--- src/sts_pkg.sv ---
/*
 * Constants shared by the secure timestamp sequence logic: register
 * offsets, field positions, reset values, packet configurations, counts.
 * Assumes a single 25 MHz system clock and a plain register port.
 */
`default_nettype none
package sts_pkg;
    localparam int ADDR_W = 6;
    localparam logic [5:0] OFF_SYS_CFG    = 6'h00;
    localparam logic [5:0] OFF_STS_CONFIG_REG    = 6'h01;
    localparam logic [5:0] OFF_KEY0       = 6'h04;
    localparam logic [5:0] OFF_NONCE0     = 6'h08;
    localparam logic [5:0] OFF_STATUS     = 6'h0c;
    localparam logic [5:0] OFF_RX_STAMP   = 6'h0d;
    localparam logic [5:0] OFF_ACC_BASE   = 6'h20;
    localparam int SPC_POS     = 0;
    localparam int SDC_POS     = 2;
    localparam int LEA_EN_POS  = 3;
    localparam int LEN_POS     = 0;
    localparam int LEN_W       = 8;
    localparam int QUAL_W      = 12;
    localparam int DONE_POS    = 31;
    localparam int TOAST_POS   = 30;
    localparam logic [7:0]  LEN_RESET = 8'h07;
    localparam logic [31:0] SYS_CFG_RESET = 32'h0000_0008;
    localparam int UNIT_STEP   = 8;
    localparam int UNIT_CHIPS  = 512;
    localparam int LEN_MIN     = 32;
    localparam int LEN_MAX     = 2048;
    localparam int PULSE_CHIPS = 8;
    localparam int PULSES_PER_CTR = 128;
    localparam int GAP_CHIPS   = 512;
    localparam int QUAL_PCT    = 60;
    localparam int ANALYSE_CYCLES = 16;
    localparam int ACC_DEPTH   = 16;
    typedef enum logic [1:0] {
        SPC_OFF = 2'd0, SPC_AFTER_SFD = 2'd1, SPC_AT_END = 2'd2, SPC_NO_DATA = 2'd3
    } spc_t;
endpackage
`default_nettype wire

--- src/sts_prng.sv ---
/*
 * Pulse generator for the timestamp sequence: a keyed counter-mode
 * scrambler or a fixed deterministic code. Assumes the caller pulses
 * step_i once per pulse and loads the nonce only while idle.
 */
`default_nettype none
module sts_prng (
    input  wire logic         sys_clk_i,
    input  wire logic         rst_i,
    input  wire logic [127:0] key_i,
    input  wire logic [127:0] nonce_i,
    input  wire logic         load_i,
    input  wire logic         step_i,
    input  wire logic         sdc_i,
    output logic              pulse_o,
    output logic [127:0]      counter_o
);
    import sts_pkg::*;
    typedef struct packed {
        logic [127:0] ctr;
        logic [6:0]   idx;
        logic [31:0]  lfsr;
        logic         pol;
    } st_t;
    st_t st;
    st_t next_st;
    logic [31:0] mix;

    // Keyed mix stands in for the cipher core, which sits outside this block
    always_comb begin
        next_st = st;
        mix = st.ctr[31:0] ^ key_i[31:0] ^ key_i[127:96] ^ {25'h0, st.idx};
        if (load_i) begin
            next_st.ctr = nonce_i;
            next_st.idx = 7'h0;
        end else if (step_i) begin
            next_st.idx = st.idx + 7'h1;
            next_st.lfsr = {st.lfsr[30:0], ^(st.lfsr & 32'h8020_0003)};
            next_st.pol = sdc_i ? st.lfsr[0] ^ st.idx[0] : ^mix;
            if (st.idx == 7'h7f) begin
                next_st.ctr = st.ctr + 128'h1;
            end
        end
    end

    always_ff @(posedge sys_clk_i or posedge rst_i) begin
        if (rst_i) begin
            st <= '{ctr: 128'h0, idx: 7'h0, lfsr: 32'h0000_0001, pol: 1'b0};
        end else begin
            st <= next_st;
        end
    end

    assign pulse_o = st.pol;
    assign counter_o = st.ctr;
endmodule
`default_nettype wire

--- src/sts_accum.sv ---
/*
 * Impulse-response accumulator: one bank for the preamble, one for the
 * sequence. Assumes a single writer port and a shared read port.
 */
`default_nettype none
module sts_accum #(
    parameter int DEPTH = sts_pkg::ACC_DEPTH
) (
    input  wire logic                     sys_clk_i,
    input  wire logic                     rst_i,
    input  wire logic                     clr_i,
    input  wire logic                     wr_i,
    input  wire logic                     bank_i,
    input  wire logic [$clog2(DEPTH)-1:0] tap_i,
    input  wire logic signed [15:0]       sample_i,
    input  wire logic                     rd_bank_i,
    input  wire logic [$clog2(DEPTH)-1:0] rd_tap_i,
    output logic [31:0]                   rd_data_o
);
    import sts_pkg::*;
    logic signed [31:0] mem [2][DEPTH];


    generate
        for (genvar b = 0; b < 2; b++) begin : g_bank
            always_ff @(posedge sys_clk_i) begin
                if (clr_i) begin
                    for (int t = 0; t < DEPTH; t++) begin
                        mem[b][t] <= 32'sh0;
                    end
                end else if (wr_i && bank_i == 1'(b)) begin
                    mem[b][tap_i] <= mem[b][tap_i] + 32'(sample_i);
                end
            end
        end
    endgenerate

    always_ff @(posedge sys_clk_i or posedge rst_i) begin
        if (rst_i) begin
            rd_data_o <= 32'h0;
        end else begin
            rd_data_o <= mem[rd_bank_i][rd_tap_i];
        end
    end
endmodule
`default_nettype wire

--- src/sts_ctrl.sv ---
/*
 * Secure timestamp sequence control: places the sequence in the packet,
 * runs its length and gaps, drives the pulse generator, collects two
 * accumulations and sequences the leading-edge analyser.
 * Assumes a plain register port and a radio front end on the same clock.
 */
//
// Behaviour
// Mode 3 ends packet after sequence
// Packet configuration from system config field
// Length field in steps of eight units
// Length bounded between 32 and 2048 units
// Pulses every eight chips, 64 MHz
// Seed from key and nonce registers
// Random polarity, counter step per 128
// Mandated sequence advances counter by 32
// Both ends share length, key, nonce
// Host rewrites nonce when alignment lost
// Host touches nonce only while idle
// Separate preamble and sequence accumulations
// Analyser does preamble then sequence, stamps
// Host checks quality status first
// Host reads accumulator after done flag
// Quality below 60 percent is unreliable
// Field 15 means 128, threshold 77
// Deterministic code replaces keyed sequence
// Mode 1 sequence before header, payload
// Mode 2 sequence after nonzero payload
// Silent 512-chip gaps around sequence
// Done flag after both analyses update
`default_nettype none
module sts_ctrl (
    input  wire logic                        sys_clk_i,
    input  wire logic                        rst_i,
    input  wire logic [sts_pkg::ADDR_W-1:0]  addr_i,
    input  wire logic [31:0]                 wdata_i,
    input  wire logic                        wr_i,
    input  wire logic                        rd_i,
    output logic [31:0]                      rdata_o,
    input  wire logic                        chip_tick_i,
    input  wire logic                        sfd_done_i,
    input  wire logic                        payload_done_i,
    input  wire logic [9:0]                  payload_len_i,
    input  wire logic                        rx_mode_i,
    input  wire logic                        pkt_start_i,
    input  wire logic signed [15:0]          rx_sample_i,
    input  wire logic                        rx_valid_i,
    input  wire logic [39:0]                 coarse_stamp_i,
    output logic                             sts_active_o,
    output logic                             pulse_en_o,
    output logic                             pulse_pol_o,
    output logic                             send_header_o,
    output logic                             pkt_end_o,
    output logic                             len_error_o
);
    import sts_pkg::*;

    typedef enum {
        S_IDLE, S_PRE, S_WAIT, S_GAP1, S_ACTIVE, S_GAP2, S_DATA, S_LEA_PRE, S_LEA_STS
    } state_t;

    typedef struct packed {
        state_t       state;
        logic [31:0]  sys_cfg;
        logic [7:0]   len_field;
        logic [127:0] key;
        logic [127:0] nonce;
        logic [11:0]  chip_cnt;
        logic [11:0]  unit_cnt;
        logic [11:0]  qual;
        logic         toast_bad;
        logic         done;
        logic [39:0]  stamp;
        logic         pre_peak_ok;
        logic [3:0]   tap;
        logic [4:0]   lea_cnt;
        logic         ended;
        logic         len_err;
        logic [31:0]  rdata;
        logic         rd_acc;
    } st_t;

    st_t  st;
    st_t  next_st;
    spc_t spc;
    logic sdc_en;
    logic lea_en;
    logic [11:0] units;
    logic [11:0] qual_min;
    logic        pulse_step;
    logic        prng_load;
    logic        prng_pol;
    logic [127:0] prng_ctr;
    logic [31:0] acc_rdata;
    logic        acc_bank;
    logic        acc_wr;
    logic        chip_last;
    logic        unit_last;

    assign spc = spc_t'(st.sys_cfg[SPC_POS +: 2]);
    assign sdc_en = st.sys_cfg[SDC_POS];
    assign lea_en = st.sys_cfg[LEA_EN_POS];
    // Field n selects 8*(n+1) units, floored at the shortest supported
    always_comb begin
        units = 12'((32'(st.len_field) + 32'd1) * UNIT_STEP);
        if (units < 12'(LEN_MIN)) begin
            units = 12'(LEN_MIN);
        end
    end
    // Field width caps at 2048 units, so the 8-bit LEN_W already reaches LEN_MAX
    assign qual_min = 12'((32'(units) * QUAL_PCT + 99) / 100);
    assign chip_last = st.chip_cnt == 12'(UNIT_CHIPS - 1);
    assign unit_last = st.unit_cnt == units - 12'h1;
    assign pulse_step = st.state == S_ACTIVE && chip_tick_i
                        && st.chip_cnt[2:0] == 3'(PULSE_CHIPS - 1);
    assign prng_load = wr_i && addr_i >= OFF_NONCE0 && addr_i < OFF_NONCE0 + 6'h4;
    assign acc_bank = st.state == S_ACTIVE;
    assign acc_wr = rx_mode_i && rx_valid_i && (st.state == S_PRE || acc_bank);

    sts_prng u_prng (
        .sys_clk_i (sys_clk_i),
        .rst_i     (rst_i),
        .key_i     (st.key),
        .nonce_i   (next_st.nonce),
        .load_i    (prng_load || st.state == S_IDLE && pkt_start_i),
        .step_i    (pulse_step),
        .sdc_i     (sdc_en),
        .pulse_o   (prng_pol),
        .counter_o (prng_ctr)
    );

    sts_accum #(.DEPTH(ACC_DEPTH)) u_acc (
        .sys_clk_i (sys_clk_i),
        .rst_i     (rst_i),
        .clr_i     (st.state == S_IDLE && pkt_start_i),
        .wr_i      (acc_wr),
        .bank_i    (acc_bank),
        .tap_i     (st.chip_cnt[3:0]),
        .sample_i  (rx_sample_i),
        .rd_bank_i (addr_i[4]),
        .rd_tap_i  (addr_i[3:0]),
        .rd_data_o (acc_rdata)
    );

    always_comb begin
        next_st = st;
        next_st.rd_acc = rd_i && addr_i >= OFF_ACC_BASE;
        // Register writes
        if (wr_i) begin
            case (addr_i)
                OFF_SYS_CFG: next_st.sys_cfg = wdata_i;
                OFF_STS_CONFIG_REG: next_st.len_field = wdata_i[LEN_POS +: LEN_W];
                OFF_STATUS: next_st.done = st.done & ~wdata_i[DONE_POS];
                default: begin
                    if (addr_i >= OFF_KEY0 && addr_i < OFF_KEY0 + 6'h4) begin
                        next_st.key[32*addr_i[1:0] +: 32] = wdata_i;
                    end
                    if (prng_load) begin
                        next_st.nonce[32*addr_i[1:0] +: 32] = wdata_i;
                    end
                end
            endcase
        end
        // Live counter shows through the nonce register once a packet ran
        if (st.state == S_IDLE && !prng_load) begin
            next_st.nonce = prng_ctr;
        end
        if (chip_tick_i) begin
            next_st.chip_cnt = chip_last ? 12'h0 : st.chip_cnt + 12'h1;
        end
        case (st.state)
            S_IDLE: begin
                if (pkt_start_i && spc != SPC_OFF) begin
                    next_st.state = S_PRE;
                    next_st.ended = 1'b0;
                    next_st.len_err = 1'b0;
                    next_st.qual = 12'h0;
                    next_st.chip_cnt = 12'h0;
                end
            end
            S_PRE: begin
                if (sfd_done_i) begin
                    next_st.chip_cnt = 12'h0;
                    next_st.stamp = coarse_stamp_i;
                    if (spc == SPC_AT_END) begin
                        next_st.state = S_WAIT;
                        next_st.len_err = payload_len_i == 10'h0;
                    end else begin
                        next_st.state = S_GAP1;
                    end
                end
            end
            S_WAIT: begin
                if (payload_done_i) begin
                    next_st.state = S_GAP1;
                    next_st.chip_cnt = 12'h0;
                end
            end
            S_GAP1: begin
                if (chip_tick_i && chip_last) begin
                    next_st.state = S_ACTIVE;
                    next_st.unit_cnt = 12'h0;
                end
            end
            S_ACTIVE: begin
                // Graded once per unit by its closing sample, so the count
                // stays in units and compares straight against the length
                if (chip_tick_i && chip_last && acc_wr && rx_sample_i > 16'sh0) begin
                    next_st.qual = st.qual + 12'h1;
                end
                if (chip_tick_i && chip_last) begin
                    next_st.unit_cnt = st.unit_cnt + 12'h1;
                    if (unit_last) begin
                        next_st.state = S_GAP2;
                    end
                end
            end
            S_GAP2: begin
                if (chip_tick_i && chip_last) begin
                    next_st.state = spc == SPC_AFTER_SFD ? S_DATA : S_LEA_PRE;
                    next_st.ended = spc == SPC_NO_DATA;
                    next_st.lea_cnt = 5'h0;
                end
            end
            S_DATA: begin
                if (payload_done_i) begin
                    next_st.state = S_LEA_PRE;
                    next_st.lea_cnt = 5'h0;
                end
            end
            S_LEA_PRE: begin
                if (!rx_mode_i || !lea_en) begin
                    next_st.state = S_IDLE;
                end else begin
                    next_st.lea_cnt = st.lea_cnt + 5'h1;
                    if (st.lea_cnt == 5'(ANALYSE_CYCLES - 1)) begin
                        next_st.pre_peak_ok = acc_rdata != 32'h0;
                        next_st.lea_cnt = 5'h0;
                        next_st.state = S_LEA_STS;
                    end
                end
            end
            S_LEA_STS: begin
                next_st.lea_cnt = st.lea_cnt + 5'h1;
                if (st.lea_cnt == 5'(ANALYSE_CYCLES - 1)) begin
                    next_st.stamp = st.stamp + {36'h0, st.tap};
                    next_st.toast_bad = st.qual < qual_min || st.len_err;
                    next_st.done = 1'b1;
                    next_st.state = S_IDLE;
                end
            end
            default: next_st.state = S_IDLE;
        endcase
        // Read data, one cycle after the strobe
        next_st.rdata = 32'h0;
        if (rd_i) begin
            case (addr_i)
                OFF_SYS_CFG: next_st.rdata = st.sys_cfg;
                OFF_STS_CONFIG_REG: next_st.rdata = {24'h0, st.len_field};
                OFF_STATUS: next_st.rdata = {st.done, st.toast_bad, 18'h0, st.qual};
                OFF_RX_STAMP: next_st.rdata = st.stamp[31:0];
                OFF_RX_STAMP + 6'h1: next_st.rdata = {24'h0, st.stamp[39:32]};
                default: begin
                    if (addr_i >= OFF_KEY0 && addr_i < OFF_KEY0 + 6'h4) begin
                        next_st.rdata = st.key[32*addr_i[1:0] +: 32];
                    end
                    if (addr_i >= OFF_NONCE0 && addr_i < OFF_NONCE0 + 6'h4) begin
                        next_st.rdata = st.nonce[32*addr_i[1:0] +: 32];
                    end
                end
            endcase
        end
        // Done set wins over a clear in the same cycle
        if (st.state == S_LEA_STS && st.lea_cnt == 5'(ANALYSE_CYCLES - 1)) begin
            next_st.done = 1'b1;
        end
    end

    always_ff @(posedge sys_clk_i or posedge rst_i) begin
        if (rst_i) begin
            st <= '{state: S_IDLE, sys_cfg: SYS_CFG_RESET, len_field: LEN_RESET,
                    default: '0};
        end else begin
            st <= next_st;
        end
    end

    assign rdata_o = st.rd_acc ? acc_rdata : st.rdata;
    assign sts_active_o = st.state == S_ACTIVE;
    assign pulse_en_o = pulse_step;
    assign pulse_pol_o = prng_pol;
    assign send_header_o = spc != SPC_NO_DATA;
    assign pkt_end_o = st.ended;
    assign len_error_o = st.len_err;

    property p_gap_silent;
        @(posedge sys_clk_i) disable iff (rst_i)
        (st.state == S_GAP1 || st.state == S_GAP2) |-> !pulse_en_o;
    endproperty
    a_gap_silent: assert property (p_gap_silent) else $error("pulse in gap");

    property p_pulse_spacing;
        @(posedge sys_clk_i) disable iff (rst_i)
        pulse_en_o |=> !pulse_en_o;
    endproperty
    a_pulse_spacing: assert property (p_pulse_spacing) else $error("pulses too close");

    property p_mode3_end;
        @(posedge sys_clk_i) disable iff (rst_i)
        (st.state == S_GAP2 && chip_tick_i && chip_last && spc == SPC_NO_DATA)
            |=> pkt_end_o && st.state != S_DATA;
    endproperty
    a_mode3_end: assert property (p_mode3_end) else $error("mode 3 did not end");

    property p_len_floor;
        @(posedge sys_clk_i) disable iff (rst_i) units >= 12'(LEN_MIN);
    endproperty
    a_len_floor: assert property (p_len_floor) else $error("length below floor");

    property p_len15;
        @(posedge sys_clk_i) disable iff (rst_i)
        st.len_field == 8'd15 |-> units == 12'd128 && qual_min == 12'd77;
    endproperty
    a_len15: assert property (p_len15) else $error("length 15 mapping wrong");

    property p_lea_order;
        @(posedge sys_clk_i) disable iff (rst_i)
        $rose(st.state == S_LEA_STS) |-> $past(st.state == S_LEA_PRE);
    endproperty
    a_lea_order: assert property (p_lea_order) else $error("analyser order wrong");

    property p_done_after;
        @(posedge sys_clk_i) disable iff (rst_i)
        $rose(st.done) |-> $past(st.state == S_LEA_STS);
    endproperty
    a_done_after: assert property (p_done_after) else $error("done raised early");

    property p_ctr_step;
        @(posedge sys_clk_i) disable iff (rst_i)
        pulse_step && !prng_load && st.state != S_IDLE && u_prng.st.idx == 7'h7f
            |=> prng_ctr == $past(prng_ctr) + 128'h1;
    endproperty
    a_ctr_step: assert property (p_ctr_step) else $error("counter did not step");
endmodule
`default_nettype wire

--- config.mk ---
export PLATFORM = sky130hd
export DESIGN_NAME = sts_ctrl
export DESIGN_NICKNAME = d
export VERILOG_FILES = /design/src/sts_pkg.sv /design/src/sts_prng.sv /design/src/sts_accum.sv /design/src/sts_ctrl.sv
export SDC_FILE = /design/constraint.sdc
export NUM_CORES = 2
export LEC_CHECK = 0
export ABC_CLOCK_PERIOD_IN_PS = 48500
export BUFFER_PORTS_ARGS = -buffer_cell sky130_fd_sc_hd__buf_2
export CAP_MARGIN = 0
export CORE_ASPECT_RATIO = 0.75
export CORE_MARGIN = 8
export CORE_UTILIZATION = 40
export CTS_CLUSTER_SIZE = 8
export DETAILED_ROUTE_END_ITERATION = 10
export GPL_TIMING_DRIVEN = 1
export PLACE_DENSITY = 0.58
export SYNTH_ARGS = -nofsm -noshare
export SYNTH_HDL_FRONTEND = slang
export SYNTH_SLANG_ARGS = --single-unit
export TNS_END_PERCENT = 10
--- constraint.sdc ---
create_clock -name sys_clk_i -period 48.5 [get_ports sys_clk_i]
set_input_delay 9.7 -clock sys_clk_i [delete_from_list [all_inputs] [get_ports sys_clk_i]]
set_output_delay 9.7 -clock sys_clk_i [all_outputs]
set_load 0.03 [all_outputs]
# After elaboration in Yosys (flattened, before gate mapping)
# Memories as Yosys holds them, arrays and structs flattened.
# Index checks and enable logic that the tools add are counted.
# totals
ram_bits	1024
out_inout_bits	38
ff_bits	646
elab_cells	2281
input_bits	114
mem_count	1
# op_classes
n_mul	1
bitwise_logic	1035
n_lt_le_gt_ge	11
shift	4
n_reduce_logical	55
muxes	1102
add_sub_neg	12
n_eq_ne	38
div	1
# memory_table
name	words	width	read_ports	rd_clocked_by_memory_dff	wr	line_no	source
u_acc.mem	2	512	3	0	2	sts_accum.sv:21	logic signed [31:0] mem [2][DEPTH];
# op_table
op	count
2-to-1 mux 1 bit	1039
2-to-1 mux 512 bit	2
OR 1 bit	1024
2-to-1 mux 32 bit	22
2-to-1 mux 128 bit	5
binary-select mux 32 bit (select 4 bit)	3
case mux 32 bit (9 select lines)	1
bitwise mux 128 bit	2
variable part select 128 x 8 -> 32 bit	2
2-to-1 mux 168 bit	1
case mux 32 bit (5 select lines)	1
2-to-1 mux 135 bit	1
adder 128 x 1 -> 128 bit, second input constant	1
demux 32 bit (select 4 bit)	1
== test 32 x 3 -> 1 bit, second input constant	4
variable shift 32 x 34 -> 128 bit, first input constant	1
variable part select 32 x 34 -> 128 bit	1
2-to-1 mux 12 bit	10
== test 32 x 2 -> 1 bit, second input constant	3
case mux 40 bit (2 select lines)	1
adder 32 x 16 -> 32 bit	2
== test 32 x 4 -> 1 bit, second input constant	2
logical NOT 32 bit	2
parity 32 bit	2
58 further kinds	126

# Logic depth before layout (Yosys ltp)
# logic_depth
word_depth	8
ltp_mapped	62
ltp_nobuf	55

# Modules after synthesis
# A second synthesis with hierarchy kept.
# unflattened
hier_cells	7579
area_unflattened_um2	91749.2
# by_module_without_submodules
module	area_per_inst_um2	cells_per_inst	seq_area_each_um2	n_inst
sts_accum	55725.9	3674	31550.3	1
sts_ctrl	24821.3	2602	10465.0	1
sts_prng	11202.0	1303	4205.3	1

# Worst setup path after synthesis
# Ideal clock, no wire load.
# synth_path
path_kind	input-to-output
from	input chip_tick_i
to	output pulse_en_o
stages	4
required_time_ns	38.800
slack_ns	28.049
n_path_buf	2
t_arrival_ns	10.751
cell_sequence	clkbuf_1 > nand3_1 > inv_1 > buf_1
# synth_via
elab_chain_len	2
# synth_lines
item	line_no	source
start, declared	sts_ctrl.sv:40	input wire logic chip_tick_i,
logical AND 1 bit	sts_ctrl.sv:114	assign pulse_step = st.state == S_ACTIVE && chip_tick_i
logical AND 1 bit	sts_ctrl.sv:115	&& st.chip_cnt[2:0] == 3'(PULSE_CHIPS - 1);
end, declared	sts_ctrl.sv:50	output logic pulse_en_o,
# Every way passes these cells.

# Worst setup path after layout
# Same ends and word-level chain as after synthesis.

==> qor.yml <==
clocking:
  cts.sinks: 1642
  cts_tree: "yes"
  post-cts-setup-buffers: 0
  clockRootBuffer: "clkbuf_16"
  hold_buffers: 0
  cts_buffers: 231
  clk_path_buf_depth: 4
  clkSlewWorstSetupHoldPaths_ns: 0.05
  cts.repair.resized: 0
  clock_latency_ns: 0.88
  htree_levels: 4
route:
  drt-initial-drc-count: 10200
  first_pass_iters: 6
  routed_via_density: 6.44
  wl_per_cell_um: 31.6
  via_count: 66400
  routed_wl_mm: 326
  drc: 0
  drtAntennaViolNets: 0
floorplanning:
  fp-row-count: 149
  initial_core_util_pct: 40.3
  die_h_um: 424
  pin_count: 152
  dieArea_um2: 238000
  core-area_um2: 220000
  die_w_um: 560
sta:
  worst_slack_ns: 27.50
  final_max_slew_viol_count: 0
  period_needed_ns: 21.00
  clock.fmax_mhz: 47.6
  tns_ns: 0
  finalCritPeriodShare_pct: 43.3
  rsz0062_at_grt: "false"
  worst_pin_slew_ns: 1.25
  slew_headroom_pct: 16.4
  setup_viol: 0
  hold_viol_final: 0
  clock-skew-final_ns: 0.0911
grt:
  grt-ovfl-total: 0
  grt_max_degree: 168
  grt_pass1_vias: 63600
  antenna_found_initial: 19
  grtUsageTotal_pct: 26.6
  grt_pass1_wl_mm: 464
yosys:
  synth_edf_count: 1024
  ys_seq_elements: 1642
  ys_top_cells_by_count: "nor2_1 (1302), edfxtp_1 (1024), mux4_2 (704)"
  yosysTopAreaCellShare_pct: 34.6
  synth_nets: 7516
  syn_area_per_cell_um2: 12.2
  synthCells: 7263
  synthTopCellsByArea: "edfxtp_1 (35%), mux4_2 (18%), dfrtp_1 (17%)"
  synth-main-ff-cell: "edfxtp_1"
  yosys_warnings: 0
  synth_cell_types: 118
  synth.most_common_cell: "nor2_1"
  synth_seq_area_share_pct: 52.0
  synth_area_um2: 88800
  synth_top_area_cell: "edfxtp_1"
  synthArstFlopShare_pct: 37.6
final_layout:
  ff_latch_area_um2: 46200
  drive_above_1_share_pct: 22.0
  area_growth_pct: 11.6
  fillers: 20000
  postLayoutCoreUtil_pct: 45.0
  multiInputGateArea_um2: 40300
  finalNonFillerCells: 10300
  nets: 7530
hold_path:
  hold_path_class: "register to register"
  min_path_cells: 1
  hp-start: "u_prng.st[31]$_DFFE_PP0P_"
  hold_end: "u_prng.st[32]$_DFFE_PP0P_"
setup_path:
  cp_data_arrival_time_ns: 11.30
  cp-startpoint: "chip_tick_i"
  endpoint_kind: "primary output"
  cp_data_required_time_ns: 38.80
  cp-start-kind: "primary input"
  r2r_setup_slack_ns: 32.73
  r2r_cells: 51
  r2r-start: "st[381]$_DFFE_PP1P_"
  r2r-end: "st[86]$_DFFE_PP0P_"
  critical_path.max_fanout: 14
  crit_type: "primary input to primary output"
outcome:
  status: "finished clean"
placed_design:
  io_buffers: 151
  dp_hpwl_mm: 201
  placed_cells: 9988
  dp_slack_ns: 27.56
  place.gp.congestion: 0.953
run:
  drv_cap: 0
## sequential cells by signal, summed over array words and instances (netlist names)
name,cells
u_acc.mem,1024
st,412
u_prng.counter_o,128
u_prng.st,39
u_acc.rd_data_o,32
spc,2
lea_en,1
len_error_o,1
pkt_end_o,1
sdc_en,1
u_prng.pulse_o,1
## cell usage in the layout (no fill, tap or decap), drive strengths merged, types with 115 or more instances in the layout
master,n
a21oi,272
buf,327
clkbuf,296
dfrtp,613
edfxtp,1024
ha,125
inv,145
mux2,187
mux4,704
nand2,690
nand3,119
nor2,1305
o21ai,459
xnor2,230
xor2,115
## final cells by class
type,count,area share [%]
inverter,143,0.554
clock buffer,296,6.11
sequential,1642,46.6
antenna,12,0.0303
clock inverter,7,0.116
tap,2944,3.72
multi-input combinational,4932,40.6
timing repair buffer,327,2.20
## layer usage
| metal | share of wire (%) | vias to the layer above | track usage [%] |
|---|---|---|---|
| met5 | 0.012 | - | 0 |
| met4 | 3.8 | 6 | 9.09 |
| met3 | 15 | 676 | 9.59 |
| met2 | 40 | 4814 | 36.2 |
| met1 | 41 | 33900 | 39.0 |
| li1 | - | 26900 | - |
## stage by stage
| stage | hold WS (ns) | instance area [um^2] |
|---|---|---|
| floorplan | 0.445 | 88800 |
| global placement | 0.457 | 92900 |
| detailed placement | 0.465 | 92900 |
| CTS | 0.457 | 99100 |
| global route | 0.485 | 99100 |
| finish | 0.456 | 99100 |
## critical path, stage by stage
cell	delay, ns
buf_2	0.17
nand3_1	0.33
inv_1	0.72
buf_2	0.36
## cell families (layout without fill, tap and decap cells)
group / after synthesis / count (layout) / synth area share [%]
compound gates: 1077 / 1077 / 7.45
xor+xnor: 346 / 346 / 3.46
fa+ha+maj: 140 / 140 / 2.09
buf+inv: 689 / 773 / 2.97
flops: 1642 / 1642 / 52.0
mux: 898 / 898 / 20.3
other cells: 0 / 12 / 0
simple gates: 2471 / 2471 / 11.7
## worst max-delay path by stage
| stage | endpoint | slack (ns) | cells after the start |
|---|---|---|---|
| 2_1_floorplan | len_error_o$_DFFE_PP0P_ | 21.50 | 1 |
| 3_3_place_gp | pulse_en_o | 27.63 | 4 |
| 3_5_place_dp | pulse_en_o | 27.56 | 4 |
| 4_1_cts | pulse_en_o | 27.56 | 4 |
| 5_1_grt | pulse_en_o | 27.51 | 4 |
| 6_report | pulse_en_o | 27.50 | 4 |
Power is left out: the tool's default activity adds up to more than one toggle a clock period on the data nets, which glitch-free logic cannot reach.
